===== src/cpc_defs.vh =====
`ifndef CPC_DEFS_VH
`define CPC_DEFS_VH

// ----------------------------------------
// register addresses
// ----------------------------------------
`define CPC_ADDR_PROT_THR 8'h01
`define CPC_ADDR_CUR_LIM 8'h08

// ----------------------------------------
// reset values
// ----------------------------------------
`define CPC_PROT_THR_RST 6'h08
`define CPC_CUR_LIM_RST 8'h1b
`define CPC_EV_IDLE 7'h02

// ----------------------------------------
// protection_threshold_config fields
// ----------------------------------------
`define CPC_PG_HI_BIT 5
`define CPC_PG_LO_BIT 4
`define CPC_OV_MSB 3
`define CPC_OV_LSB 2
`define CPC_UV_MSB 1
`define CPC_UV_LSB 0

// ----------------------------------------
// current_limit_setting fields
// ----------------------------------------
`define CPC_LL_MSB 7
`define CPC_LL_LSB 5
`define CPC_TC_BIT 4
`define CPC_CL_MSB 3
`define CPC_CL_LSB 0
`define CPC_CL_MAX 4'hb

// ----------------------------------------
// threshold percentages
// ----------------------------------------
`define CPC_PCT_75 8'h4b
`define CPC_PCT_80 8'h50
`define CPC_PCT_85 8'h55
`define CPC_PCT_90 8'h5a
`define CPC_PCT_95 8'h5f
`define CPC_PCT_105 8'h69
`define CPC_PCT_110 8'h6e
`define CPC_PCT_120 8'h78
`define CPC_PCT_130 8'h82
`define CPC_PCT_DIV 16'h0064

// ----------------------------------------
// event classes
// ----------------------------------------
`define CPC_CLASS_NONE 2'h0
`define CPC_CLASS_WARN 2'h1
`define CPC_CLASS_FAULT 2'h2
`define CPC_CLASS_ERROR 2'h3

`endif


===== src/cpc_thr_calc.v =====
`timescale 1ns/1ps
`include "cpc_defs.vh"

// ----------------------------------------
// scales output setpoint by a percentage
// ----------------------------------------
module cpc_thr_calc #(
  parameter VW = 12
) (
  // clock and reset
  input wire clk_i,
  input wire resetn_i,
  // operands
  input wire [VW-1:0] setpoint_i,
  input wire [7:0] pct_i,
  // result
  output reg [VW-1:0] level_o
);

  wire [VW+7:0] prod;
  wire [VW+7:0] quot;

  assign prod = setpoint_i * pct_i;
  assign quot = prod / `CPC_PCT_DIV;

  always @(posedge clk_i or negedge resetn_i)
  begin
    if (!resetn_i)
    begin
      level_o <= {VW{1'b0}};
    end
    else if (quot > {{8{1'b0}}, {VW{1'b1}}})
    begin
      level_o <= {VW{1'b1}};
    end
    else
    begin
      level_o <= quot[VW-1:0];
    end
  end

endmodule


===== src/cpc_prot_cfg.v =====
`timescale 1ns/1ps
`include "cpc_defs.vh"

// Operation
// each protective event is assigned exactly one class of warning, fault or error.
// thermal near-limit and power-good loss are warnings, power-good being active low; the code takes power_good_i low as the loss.
// overcurrent, overvoltage, overtemperature and tracking failure are faults.
// undervoltage alone is an error, and fault responses come from register fields; the code has no such field and requests shutdown on every fault.
// a warning never requests turn-off and only raises a host-visible indication.
// thresholds are written over the serial register port at address 0x01.
// bit 5 picks 105% or 110% upper power-good, bit 4 picks 95% or 90% lower.
// overvoltage field 3:2 maps 00 to 110%, 01 to 120%, 1x to 130%, reset 10.
// address 0x01 takes writes only while the run-control bit is low.
// voltage thresholds are recomputed from the live output setpoint.
// the overcurrent limit is programmed at address 0x08.
// the host read-modify-writes address 0x08 to keep the load-line field.
// load-line field 7:5 selects one of eight slopes, reset code 0.
// undervoltage field 1:0 maps to 75%, 80%, 85% and 90%, reset 00.
// current-limit codes above 0xb are used as 0xb.
// the thermal-compensation bit enables temperature tracking of the overcurrent level.
module cpc_prot_cfg #(
  parameter VW = 12,
  parameter TW = 8
) (
  // clock and reset
  input wire clk_i,
  input wire resetn_i,
  // register port
  input wire [7:0] reg_addr_i,
  input wire [7:0] reg_wdata_i,
  input wire reg_wr_i,
  input wire reg_rd_i,
  output reg [7:0] reg_rdata_o,
  output reg reg_ack_o,
  output reg reg_wr_refused_o,
  // converter state
  input wire run_i,
  input wire [VW-1:0] setpoint_i,
  input wire [TW-1:0] temp_rise_i,
  // raw protection events (asynchronous)
  input wire thermal_near_i,
  input wire power_good_i,
  input wire overcurrent_i,
  input wire overvoltage_i,
  input wire overtemp_i,
  input wire track_fail_i,
  input wire undervoltage_i,
  // thresholds
  output reg [VW-1:0] pg_upper_o,
  output reg [VW-1:0] pg_lower_o,
  output reg [VW-1:0] ov_level_o,
  output reg [VW-1:0] uv_level_o,
  output reg [3:0] current_limit_setpoint_o,
  output reg [TW+3:0] oc_comp_code_o,
  output reg [2:0] load_line_slope_o,
  // event classification
  output reg warning_o,
  output reg fault_o,
  output reg error_o,
  output reg shutdown_req_o,
  output reg [1:0] event_class_o
);

  // ----------------------------------------
  // helpers
  // ----------------------------------------
  function [3:0] clamp_cl;
    input [3:0] code;
    begin
      clamp_cl = (code > `CPC_CL_MAX) ? `CPC_CL_MAX : code;
    end
  endfunction

  function [7:0] ov_pct;
    input [1:0] code;
    begin
      case (code)
        2'h0: ov_pct = `CPC_PCT_110;
        2'h1: ov_pct = `CPC_PCT_120;
        default: ov_pct = `CPC_PCT_130;
      endcase
    end
  endfunction

  function [7:0] uv_pct;
    input [1:0] code;
    begin
      case (code)
        2'h0: uv_pct = `CPC_PCT_75;
        2'h1: uv_pct = `CPC_PCT_80;
        2'h2: uv_pct = `CPC_PCT_85;
        default: uv_pct = `CPC_PCT_90;
      endcase
    end
  endfunction

  // ----------------------------------------
  // registers
  // ----------------------------------------
  reg [5:0] prot_thr_q;
  reg [7:0] cur_lim_q;
  reg run_s1_q;
  reg run_s2_q;
  wire addr_thr;
  wire addr_cl;

  assign addr_thr = (reg_addr_i == `CPC_ADDR_PROT_THR);
  assign addr_cl = (reg_addr_i == `CPC_ADDR_CUR_LIM);

  always @(posedge clk_i or negedge resetn_i)
  begin
    if (!resetn_i)
    begin
      run_s1_q <= 1'b0;
      run_s2_q <= 1'b0;
    end
    else
    begin
      run_s1_q <= run_i;
      run_s2_q <= run_s1_q;
    end
  end

  always @(posedge clk_i or negedge resetn_i)
  begin
    if (!resetn_i)
    begin
      prot_thr_q <= `CPC_PROT_THR_RST;
      cur_lim_q <= `CPC_CUR_LIM_RST;
      reg_rdata_o <= 8'h00;
      reg_ack_o <= 1'b0;
      reg_wr_refused_o <= 1'b0;
    end
    else
    begin
      reg_ack_o <= reg_wr_i | reg_rd_i;
      reg_wr_refused_o <= reg_wr_i & addr_thr & run_s2_q;
      if (reg_wr_i && addr_thr && !run_s2_q)
      begin
        prot_thr_q <= reg_wdata_i[5:0];
      end
      if (reg_wr_i && addr_cl)
      begin
        cur_lim_q <= reg_wdata_i;
      end
      if (reg_rd_i)
      begin
        if (addr_thr)
        begin
          reg_rdata_o <= {2'h0, prot_thr_q};
        end
        else if (addr_cl)
        begin
          reg_rdata_o <= cur_lim_q;
        end
        else
        begin
          reg_rdata_o <= 8'h00;
        end
      end
    end
  end

  // ----------------------------------------
  // threshold computation
  // ----------------------------------------
  reg [7:0] pg_hi_pct;
  reg [7:0] pg_lo_pct;
  wire [VW-1:0] pg_hi_lvl;
  wire [VW-1:0] pg_lo_lvl;
  wire [VW-1:0] ov_lvl;
  wire [VW-1:0] uv_lvl;

  always @*
  begin
    pg_hi_pct = prot_thr_q[`CPC_PG_HI_BIT] ? `CPC_PCT_105 : `CPC_PCT_110;
    pg_lo_pct = prot_thr_q[`CPC_PG_LO_BIT] ? `CPC_PCT_95 : `CPC_PCT_90;
  end


  cpc_thr_calc #(.VW(VW)) u_pg_hi (
    .clk_i(clk_i),
    .resetn_i(resetn_i),
    .setpoint_i(setpoint_i),
    .pct_i(pg_hi_pct),
    .level_o(pg_hi_lvl)
  );

  cpc_thr_calc #(.VW(VW)) u_pg_lo (
    .clk_i(clk_i),
    .resetn_i(resetn_i),
    .setpoint_i(setpoint_i),
    .pct_i(pg_lo_pct),
    .level_o(pg_lo_lvl)
  );

  cpc_thr_calc #(.VW(VW)) u_ov (
    .clk_i(clk_i),
    .resetn_i(resetn_i),
    .setpoint_i(setpoint_i),
    .pct_i(ov_pct(prot_thr_q[`CPC_OV_MSB:`CPC_OV_LSB])),
    .level_o(ov_lvl)
  );

  cpc_thr_calc #(.VW(VW)) u_uv (
    .clk_i(clk_i),
    .resetn_i(resetn_i),
    .setpoint_i(setpoint_i),
    .pct_i(uv_pct(prot_thr_q[`CPC_UV_MSB:`CPC_UV_LSB])),
    .level_o(uv_lvl)
  );

  // ----------------------------------------
  // current limit outputs
  // ----------------------------------------
  wire [3:0] cl_eff;
  wire [TW+3:0] comp_add;

  assign cl_eff = clamp_cl(cur_lim_q[`CPC_CL_MSB:`CPC_CL_LSB]);
  assign comp_add = cur_lim_q[`CPC_TC_BIT] ? {4'h0, temp_rise_i} : {(TW+4){1'b0}};

  always @(posedge clk_i or negedge resetn_i)
  begin
    if (!resetn_i)
    begin
      pg_upper_o <= {VW{1'b0}};
      pg_lower_o <= {VW{1'b0}};
      ov_level_o <= {VW{1'b0}};
      uv_level_o <= {VW{1'b0}};
      current_limit_setpoint_o <= 4'h0;
      oc_comp_code_o <= {(TW+4){1'b0}};
      load_line_slope_o <= 3'h0;
    end
    else
    begin
      pg_upper_o <= pg_hi_lvl;
      pg_lower_o <= pg_lo_lvl;
      ov_level_o <= ov_lvl;
      uv_level_o <= uv_lvl;
      current_limit_setpoint_o <= cl_eff;
      oc_comp_code_o <= {{TW{1'b0}}, cl_eff} + comp_add;
      load_line_slope_o <= cur_lim_q[`CPC_LL_MSB:`CPC_LL_LSB];
    end
  end

  // ----------------------------------------
  // event classification
  // ----------------------------------------
  reg [6:0] ev_s1_q;
  reg [6:0] ev_s2_q;
  wire warn_ev;
  wire fault_ev;
  wire err_ev;

  always @(posedge clk_i or negedge resetn_i)
  begin
    if (!resetn_i)
    begin
      ev_s1_q <= `CPC_EV_IDLE;
      ev_s2_q <= `CPC_EV_IDLE;
    end
    else
    begin
      ev_s1_q <= {undervoltage_i, track_fail_i, overtemp_i, overvoltage_i,
                  overcurrent_i, power_good_i, thermal_near_i};
      ev_s2_q <= ev_s1_q;
    end
  end

  assign warn_ev = ev_s2_q[0] | ~ev_s2_q[1];
  assign fault_ev = |ev_s2_q[5:2];
  assign err_ev = ev_s2_q[6];

  always @(posedge clk_i or negedge resetn_i)
  begin
    if (!resetn_i)
    begin
      warning_o <= 1'b0;
      fault_o <= 1'b0;
      error_o <= 1'b0;
      shutdown_req_o <= 1'b0;
      event_class_o <= `CPC_CLASS_NONE;
    end
    else
    begin
      warning_o <= warn_ev;
      fault_o <= fault_ev;
      error_o <= err_ev;
      shutdown_req_o <= fault_ev | err_ev;

      if (err_ev)
      begin
        event_class_o <= `CPC_CLASS_ERROR;
      end
      else if (fault_ev)
      begin
        event_class_o <= `CPC_CLASS_FAULT;
      end
      else if (warn_ev)
      begin
        event_class_o <= `CPC_CLASS_WARN;
      end
      else
      begin
        event_class_o <= `CPC_CLASS_NONE;
      end
    end
  end

endmodule


===== config.mk =====
export PLATFORM = sky130hd
export DESIGN_NAME = cpc_prot_cfg
export DESIGN_NICKNAME = d
export VERILOG_FILES = /design/src/cpc_thr_calc.v /design/src/cpc_prot_cfg.v
export VERILOG_INCLUDE_DIRS = /design/src
export SDC_FILE = /design/constraint.sdc
export NUM_CORES = 1
export LEC_CHECK = 0
export ABC_AREA = 1
export BUFFER_PORTS_ARGS = -buffer_cell sky130_fd_sc_hd__buf_2
export CAP_MARGIN = 0
export CORE_ASPECT_RATIO = 0.6
export CORE_MARGIN = 1
export CORE_UTILIZATION = 30
export DETAILED_ROUTE_END_ITERATION = 8
export GPL_TIMING_DRIVEN = 0
export SYNTH_ARGS = -nofsm -noshare
export SYNTH_HDL_FRONTEND = slang
export SYNTH_HIERARCHICAL = 1
export SYNTH_SLANG_ARGS = --single-unit

===== constraint.sdc =====
create_clock -name clk_i -period 17.7 [get_ports clk_i]
set_input_delay 2.655 -clock clk_i [delete_from_list [all_inputs] [get_ports clk_i]]
set_output_delay 2.655 -clock clk_i [all_outputs]
set_load 0.01 [all_outputs]

==> impl_results.md, run 1 <==
- Gr usage total: 0.146
- # resized after CTS: 0
- Mux cell area share after synthesis: 0
- Synth warn: 6
- First-pass GRT wire length: 113 mm
- Status: finished clean
- Slew Limit Fails: 0
- Syn Area/Cell: 6.71 sq um
- Most frequent CP cell: nand2_2
- Initial Utilization: 0.303
- Clock buffer depth: 2
- Die ar.: ~0.094 sq mm
- Vias: 24,486
- XOR/XNOR Fraction of Synth Area: 0.0201
- Largest family of logic cells by synthesized area: simple AND/OR/NAND/NOR gates
- Peak Freq: 79.7 MHz
- Leading area contributor after synthesis: fa_1
- Rows: 86
- Initial antenna violation count: 2
- Fin crit share: 0.709
- Seq/Total Area, Yosys: 0.142
- Drt pass-1 iters: 5
- EDFF count, synth: 0
- CP endpoint kind: flop
- Area share of fa/ha/maj cells after synthesis: 0.250
- GRT met2 Usage: 0.203
- Async S/R FF share, synth: 1.00
- Largest net degree at the start of global routing: 90
- Simple-gate share of the synthesized area: 0.399
- Relative slew slack: 0.489
- Root Buffer: clkbuf_16
- CP startpoint kind: primary input
- CTS Hold Buffers Added: 0
- IO Count: 131
- Final number of hold-violating endpoints: 0
- Worst Path Required: 18.08 ns
- Routed WL: 65.5 mm
- M1 GR Usage: 0.227
- Worst Path Arrival: 12.94 ns
- CTS tree: built
- Min Tclk post-route: ~13 ns
- Initial DRC Count: 1,410
- Commonest cells after routing, fill and taps aside: nand2_1 (1,264), inv_1 (889), nand3_1 (308), fa_1 (241), nand2_2 (193)
- Maxcap violations: 0
- Die X: between 300 and 400 um
- Post-DR vias/cell: 4.40
- Post-synthesis compound-gate area fraction: 0.0441
- Grt total ovfl: 0
- Yosys top cell area share: 0.173
- WHS Path Cells: 0
- Post-synthesis instance total: a little over 4,000
- Vias in the first global route: around 23,000
- Final setup vio count: 0
- Clk_skew: 0.0207 ns
- Layout Nets: 4,781
- Worst setup path class: primary input to flop
- Gpl congestion: approximately 0.9
- H-tree depth: 4
- Die Height: 238 um
- DP HPWL: 55.3 mm
- Met3 usage: 0.0312
- Commonest non-fill, non-tap cell in the layout: nand2_1
- Setup tns final: 0 ns
- Crit-path slowest cell: buf_2
- Area delta synth->final: 10.6%
- Slowest stage delay, CP: 0.56 ns
- CTS Buf Count: 17
- Fill cells: 9,879
- ANT nets after route: 0
- Core area: 0.0918 sq mm
- GR peak layer: met1
- PortBufs: 114
- Worst Max-Slew Pin Slew: around 0.77 ns
- Crit Path Max Fanout: 28
- Most frequently used flop master after synthesis: dfrtp_1
- Count of cell types in the netlist: 54
- Drc violations: 0
- Hold Path Class: flop to flop
- Layout cells sized above 1: 0.157
- Synth area leaders: fa_1 (17%), nand2_1 (17%), dfrtp_1 (13%), inv_1 (12%), ha_1 (7.6%)
- Clock tree sinks: roughly 160
- Worst reg-to-reg path cell count: 74
- Post-CTS Setup Repair Bufs: 0
- CTS clk-pin slew, worst paths: roughly 0.090 ns
- RSZ-0062 raised after global routing: no
- #FFs+latches synth: 157
- Worst-Skew Late Latency: roughly 0.53 ns
- Wire length per cell: about 12 um
- Mapped cell area: 0.0278 sq mm
==> cell usage after synthesis (8+ instances only) <==
cell / count
nor2_2: 17
inv_1: 889
nor2_1: 154
o21ai_0: 62
a21oi_1: 61
nand3_1: 308
nand3b_1: 8
dfrtp_1: 150
ha_1: 169
nand4_1: 77
xor2_1: 46
nand3_2: 44
nor2_4: 39
nand4_2: 13
clkinv_1: 13
nand3_4: 13
o21ai_1: 49
nand2_4: 75
inv_2: 70
fa_1: 241
clkbuf_1: 67
clkbuf_2: 15
nand2_1: 1264
nand2_2: 193
o21ai_2: 10
xnor2_1: 16
==> metrics by stage <==
stage / setup WS, ns / hold slack (ns) / instance area [sq um] / util / cells
2_1_floorplan: 6.19 / 0.331 / 28000 / - / 4189
3_3_place_gp: 4.77 / 0.333 / 30100 / 0.328 / 5535
3_5_place_dp: 4.63 / 0.335 / 30100 / 0.328 / 5536
4_1_cts: 5.17 / 0.336 / 30700 / 0.335 / 5568
5_1_grt: 4.11 / 0.345 / 30700 / 0.335 / 5568
6_report: 5.15 / 0.341 / 30700 / 0.335 / 5569
==> layer usage <==
metal,wire length (um),vias up
met2,25300,454
met5,9,-
met3,3800,30
met4,541,2
li1,-,12776
met1,35800,11224
==> sequential cells by signal, summed over array words and instances (netlist names), 2 cells and up <==
name                      flops
pg_upper_o                   12
prot_thr_q                    6
current_limit_setpoint_o      4
load_line_slope_o             3
ov_level_o                   12
reg_rdata_o                   8
u_uv/level_o                 12
ev_s1_q                       7
u_pg_hi/level_o              12
u_pg_lo/level_o              12
oc_comp_code_o                9
cur_lim_q                     8
ev_s2_q                       7
uv_level_o                   12
u_ov/level_o                 12
pg_lower_o                   12
event_class_o                 2
==> area by class of cell <==
| cell class | count | area [sq um] | area share |
|---|---|---|---|
| repair buffers | 115 | 608 | 0.0198 |
| plain buffers | 91 | 390 | 0.0127 |
| well taps | 1232 | 1540 | 0.0501 |
| clock buffers | 17 | 425 | 0.0138 |
| clock inverters | 15 | 188 | 0.00611 |
| inverters | 975 | 3670 | 0.119 |
| flip-flops and latches | 157 | 3940 | 0.128 |
| diodes | 1 | 2.50 | 0.0000814 |
| multi-input cells | 2966 | 20000 | 0.650 |
==> logic make-up (layout without fill, tap and decap cells) <==
family,Yosys count,in the layout
and+or+nand+nor,2232,2232
buffers and inverters,1066,1213
adders and majority gates,410,410
AOI/OAI and AO/OA,214,214
DFF,157,157
xor gates and xnor gates,63,63
other,2,48
==> worst paths after layout <==
| kind | startpoint | to | slack, ns |
|---|---|---|---|
| worst max-delay path | setpoint_i[0] | u_ov/level_o[0]$_DFF_PN0_ | 5.15 |
| worst min-delay path | u_pg_hi/level_o[1]$_DFF_PN0_ | pg_upper_o[1]$_DFF_PN0_ | 0.34 |
| worst max register to register | prot_thr_q[3]$_DFFE_PN1P_ | u_ov/level_o[0]$_DFF_PN0_ | 6.31 |
| worst min register to register | u_pg_hi/level_o[1]$_DFF_PN0_ | pg_upper_o[1]$_DFF_PN0_ | 0.34 |
| max in group asynchronous | resetn_i | pg_upper_o[9]$_DFF_PN0_ | 14.71 |
| min in group asynchronous | resetn_i | uv_level_o[2]$_DFF_PN0_ | 2.14 |
==> worst max-delay path, delay by kind of cell <==
family / cells / cell delay, ns
AO/OA/AOI/OAI: 4 / 0.59
XOR/XNOR: 1 / 0.30
adder cells (fa/ha/maj): 5 / 2.25
buffers and inverters: 7 / 1.03
AND/OR/NAND/NOR: 54 / 6.00
Power of run 1 is left out: the tool's default activity adds up to more than one toggle a clock period on the data nets, which glitch-free logic cannot reach.
==> inputs of run 2 (changes only) <==
clock period = 12.2 ns   (was 17.7 ns; I/O delays follow)
==> run 2 against run 1 <==
Register-to-register slack worse by 5.2 ns. Critical endpoint is now u_pg_lo/level_o[0]$_DFF_PN0_. Largest cell class unchanged. Highest routed layer is now met4. Clock skew is 0.0046 ns higher. Critical path type unchanged. Sequential cell count stayed put. Via count is 0.14% higher.
==> impl_results.md, run 2 (synthesis gave the netlist of run 1 again) <==
- Status: finished clean
- Slew Limit Fails: 0
- Wire length per cell: around 12 um
- Setup slack after layout: 0.703 ns
- IO Count: 131
- Worst-Skew Late Latency: ~0.53 ns
- Crit Path Max Fanout: 8
- Worst Path Required: 12.57 ns
- Final setup vio count: 0
- First-pass GRT wire length: 113 mm
- CTS clk-pin slew, worst paths: roughly 0.090 ns
- Maxcap violations: 0
- Worst Setup EP: u_pg_lo/level_o[0]$_DFF_PN0_
- Worst setup path class: primary input to flop
- ANT nets after route: 0
- Largest net degree at the start of global routing: 90
- Root Buffer: clkbuf_16
- Design area: 0.0309 sq mm
- Grt total ovfl: 0
- H-tree depth: 4
- CP endpoint kind: flop
- CTS tree: built
- Vias: 24,521
- Final number of hold-violating endpoints: 0
- CTS Hold Buffers Added: 0
- Min Tclk post-route: 11.50 ns
- Peak Freq: roughly 87 MHz
- Routed WL: 65.7 mm
- Layout Nets: 4,784
- Worst Max-Slew Pin Slew: 0.696 ns
- Relative slew slack: 0.533
- Hold Path Class: flop to flop
- Slowest stage delay, CP: around 0.55 ns
- Drt pass-1 iters: 6
- Placed Area: 0.0301 sq mm
- Critical path origin: setpoint_i[2]
- Initial Utilization: 0.303
- CP startpoint kind: primary input
- Commonest non-fill, non-tap cell in the layout: nand2_1
- WHS Path Cells: 0
- Clock buffer depth: 2
- Area delta synth->final: 11.1%
- Clock tree sinks: between 150 and 200
- Gr usage total: 0.146
- Core area: around 0.092 sq mm
- R2R Path End: u_uv/level_o[0]$_DFF_PN0_
- Worst r2r src: prot_thr_q[0]$_DFFE_PN0P_
- Worst Path Arrival: 11.87 ns
- CTS Buf Count: 17
- Initial antenna violation count: 1
- Die ar.: 0.0940 sq mm
- Fin crit share: 0.942
- Commonest cells after routing, fill and taps aside: nand2_1 (1,256), inv_1 (889), nand3_1 (305), fa_1 (241), nand2_2 (199)
- Post-DR vias/cell: 4.40
- Drc violations: 0
- Post-Place Setup Slack: -0.0459 ns
- Worst reg-to-reg path cell count: 78
- DP HPWL: 55.3 mm
- PortBufs: 114
- Die X: 395 um
- Layout cells sized above 1: 0.168
- Flop2flop setup slack: approximately 1.1 ns
- Vias in the first global route: 22,995
- Clk_skew: 0.0253 ns
- Most frequent CP cell: nand2_2
- Fill cells: 9,883
- Crit-path slowest cell: fa_1
- Rows: 86
- Initial DRC Count: 1,543
- Die Height: about 240 um
- Gpl congestion: roughly 0.90
==> run 2: layout make-up <==
cell class | count | area [sq um] | area share
flip-flops and latches | 157 | 3940 | 0.127
inverters | 975 | 3670 | 0.119
multi-input cells | 2966 | 20100 | 0.650
clock inverters | 15 | 188 | 0.00607
repair buffers | 118 | 637 | 0.0206
clock buffers | 17 | 425 | 0.0138
well taps | 1232 | 1540 | 0.0499
plain buffers | 91 | 419 | 0.0136
diodes | 2 | 5.00 | 0.000162
==> run 2: how the worst min path moves through the flow <==
| stage | start | end | slack [ns] |
|---|---|---|---|
| after floorplan | ev_s1_q[0]$_DFF_PN0_ | ev_s2_q[0]$_DFF_PN0_ | 0.33 |
| after global placement | ev_s1_q[3]$_DFF_PN0_ | ev_s2_q[3]$_DFF_PN0_ | 0.33 |
| after detailed placement | u_uv/level_o[1]$_DFF_PN0_ | uv_level_o[1]$_DFF_PN0_ | 0.33 |
| after global routing | u_pg_hi/level_o[1]$_DFF_PN0_ | pg_upper_o[1]$_DFF_PN0_ | 0.35 |
| after CTS | u_pg_hi/level_o[1]$_DFF_PN0_ | pg_upper_o[1]$_DFF_PN0_ | 0.34 |
| final | u_pg_hi/level_o[1]$_DFF_PN0_ | pg_upper_o[1]$_DFF_PN0_ | 0.34 |
==> run 2: layer usage <==
metal  GRT usage  wire length [um]  vias to the layer above
met5           0                 0                        -
met2       0.203             25600                      471
met4      0.0255               524                        0
met1       0.227             35800                    11250
met3      0.0312              3870                       27
li1            -                 -                    12773
==> run 2: what timing repair did <==
item / CTS / global route
setup endpoints to repair: 0 / 7
resized for setup: 0 / 76
buffers inserted: 0 / 3
==> run 2: critical path, delay by kind of cell <==
family                     cells  cell delay, ns
buffers and inverters          5            0.47
and+or+nand+nor               62            6.62
AOI/OAI and AO/OA              3            0.40
adders and majority gates      5            2.54
==> run 2: through the flow <==
step	utilization	instances	TNS (ns)	hold slack (ns)
finish	0.337	5573	0	0.336
global route	0.337	5571	-0.0164	0.345
CTS	0.335	5568	0	0.336
detailed placement	0.328	5536	-0.0459	0.335
global placement	0.328	5535	0	0.333
floorplan	-	4189	0	0.331
Power of run 2 is left out for the same reason.
==> inputs of run 3 (changes only) <==
ABC_AREA = 0   (was 1)
==> run 3 against run 2 <==
The run now ends with negative setup slack left. Sequential cell count is the same. Final area grew 41%. Clock skew grew 0.0042 ns. Final cell count grew 2.9%. Die area grew 12%. Critical endpoint is now u_ov/level_o[0]$_DFF_PN0_. Highest routed layer unchanged.
==> impl_results.md, run 3 <==
- CTS Hold Buffers Added: 0
- Rows: 91
- Area delta synth->final: 39.2%
- Worst reg-to-reg path cell count: 47
- Most frequent CP cell: fa_1
- Drt pass-1 iters: 9
- Vias: 32,176
- CP endpoint kind: flop
- Die Height: 252 um
- Async S/R FF share, synth: 1.00
- Worst-Skew Late Latency: ~0.52 ns
- Syn Area/Cell: ~8.5 sq um
- Initial DRC Count: 3,093
- Minimum hold slack: roughly 0.33 ns
- Worst setup path class: primary input to flop
- Synth warn: 6
- Worst r2r src: prot_thr_q[3]$_DFFE_PN1P_
- Leading area contributor after synthesis: fa_1
- Core area: a little over 0.1 sq mm
- ANT nets after route: 0
- Fill cells: 9,886
- Status: finished with violations
- Grt total ovfl: 0
- Cells after DPL: about 5,300
- Fin cells: 5,737
- Clock tree sinks: 157
- IO Count: between 100 and 150
- Post-synth top cells: nand2_1 (325), inv_1 (299), and2_1 (297)
- Die ar.: 0.105 sq mm
- Final core occ: 0.422
- Initial Utilization: 0.303
- Clock buffer depth: 2
- Layout Nets: 4,786
- Final number of hold-violating endpoints: 0
- Clk_skew: slightly below 0.03 ns
- Flop2flop setup slack: -0.45 ns
- Maxcap violations: 0
- CTS tree: built
- Drc violations: 0
- Peak Freq: 77.8 MHz
- Die X: 418 um
- Layout cells sized above 1: 0.357
- Commonest cells after routing, fill and taps aside: buf_4 (401), inv_1 (294), nand2_1 (293), and2_1 (272), fa_1 (226)
- WHS Path Cells: 0
- Yosys top cell area share: 0.155
- Final setup vio count: 10
- Root Buffer: clkbuf_16
- CTS Buf Count: 17
- RSZ-0062 raised after global routing: yes
- Post-synthesis instance total: 3,681
- Fin crit share: 1.05
- Failing checks: negative setup slack
- Worst Max-Slew Pin Slew: about 1.4 ns
- Relative slew slack: 0.0616
- Slew Limit Fails: 0
- Routed WL: 105 mm
- Synth area leaders: fa_1 (15%), dfrtp_1 (12%), ha_1 (6.8%), and2_1 (6.0%), nand2_1 (3.9%)
- Worst Path Arrival: 13.18 ns
- H-tree depth: 4
- Seq/Total Area, Yosys: 0.126
- Setup tns final: -3.79 ns
- Crit Path Max Fanout: 11
- Wire length per cell: 18.2 um
- R2R Path End: u_ov/level_o[0]$_DFF_PN0_
- Mapped cell area: 0.0312 sq mm
- Vias in the first global route: 30,450
- EDFF count, synth: 0
- Min Tclk post-route: 12.86 ns
- Worst Hold Path EP: run_s2_q$_DFF_PN0_
- Hold Path Class: flop to flop
- Most frequently used flop master after synthesis: dfrtp_1
- CTS clk-pin slew, worst paths: 0.11 ns
- #FFs+latches synth: 157
- Count leader, synth: nand2_1
- Largest net degree at the start of global routing: 84
- CP startpoint kind: primary input
- DP HPWL: a little under 70 mm
- Crit-path slowest cell: or4_4
- Gr usage total: 0.189
- Worst Hold Launch: run_s1_q$_DFF_PN0_
- PortBufs: 127
- Commonest non-fill, non-tap cell in the layout: buf_4
- Worst Path Required: 12.52 ns
- Gpl congestion: 0.915
- Post-DR vias/cell: 5.61
- Initial antenna violation count: 5
- Count of cell types in the netlist: 169
- Slowest stage delay, CP: 0.59 ns
- Setup slack after layout: -0.659 ns
- First-pass GRT wire length: 164 mm
-- run 3: changes by cell type in the layout (fill, tap and decap cells not counted), moves of 63 or more --
cell | before | now
o211ai_1 | 6 | 75
xnor2_1 | 16 | 79
nand2_4 | 77 | 12
inv_1 | 889 | 294
buf_6 | 2 | 77
and2_1 | 6 | 272
nand2_1 | 1256 | 293
a21oi_1 | 57 | 131
nand2_2 | 199 | 24
nand3_1 | 305 | 96
buf_4 | 8 | 401
inv_2 | 71 | 4
-- run 3: final cells by class --
| cell class | count | area, sq um | share of cell area |
|---|---|---|---|
| repair buffers | 593 | 5090 | 0.117 |
| diodes | 1 | 2.50 | 0.0000576 |
| multi-input cells | 3121 | 29800 | 0.687 |
| plain buffers | 139 | 1080 | 0.0249 |
| well taps | 1395 | 1750 | 0.0402 |
| clock inverters | 15 | 186 | 0.00429 |
| inverters | 299 | 1130 | 0.0259 |
| flip-flops and latches | 157 | 3940 | 0.0907 |
| clock buffers | 17 | 425 | 0.00979 |
-- run 3: worst max path at each step --
stage	from	to	cells after the start
finish	setpoint_i[2]	u_ov/level_o[0]$_DFF_PN0_	47
detailed placement	setpoint_i[7]	u_pg_lo/level_o[0]$_DFF_PN0_	41
floorplan	setpoint_i[2]	u_ov/level_o[0]$_DFF_PN0_	41
CTS	setpoint_i[6]	u_ov/level_o[0]$_DFF_PN0_	46
global route	setpoint_i[4]	u_ov/level_o[0]$_DFF_PN0_	46
global placement	setpoint_i[8]	u_pg_lo/level_o[0]$_DFF_PN0_	41
-- run 3: layer usage --
metal | GRT usage | vias up | share of wire
met5 | 0 | - | 0
met3 | 0.0356 | 140 | 0.083
li1 | - | 14741 | -
met1 | 0.291 | 15940 | 0.48
met2 | 0.269 | 1355 | 0.42
met4 | 0.0388 | 0 | 0.016
-- run 3: kinds of logic (layout without fill, tap and decap cells) --
logic type / after synthesis / in the layout / synth area share
buffers and inverters: 450 / 1063 / 0.0625
adder cells (fa/ha/maj): 424 / 424 / 0.227
flip-flops: 157 / 157 / 0.126
AND/OR/NAND/NOR: 1326 / 1327 / 0.227
other: 2 / 48 / 0.000241
XOR/XNOR: 150 / 150 / 0.0467
multiplexers: 62 / 62 / 0.0228
AO/OA/AOI/OAI: 1110 / 1111 / 0.288
-- run 3: stage by stage --
stage,worst slack (ns),area (sq um)
final,-0.659,43400
after global placement,-2.63,34600
after floorplan,-0.203,32200
after detailed placement,-2.61,34700
after CTS,-0.289,40900
after global routing,-0.961,43400
-- run 3: critical path: cells and delay by family --
kind / cells / cell delay (ns)
and+or+nand+nor: 11 / 2.07
xor gates and xnor gates: 1 / 0.23
muxes: 3 / 0.89
AOI/OAI and AO/OA: 19 / 4.86
buffers and inverters: 8 / 0.88
adders and majority gates: 5 / 2.40
-- run 3: what timing repair did --
item                                    4_1_cts  5_1_grt
cloned                                       10        5
buffers inserted                            313      139
pin swaps                                   290      214
resized for setup                           569      284
endpoints found under the setup margin       18       13
endpoints found under the hold margin         0        0
Power of run 3 is left out for the same reason.
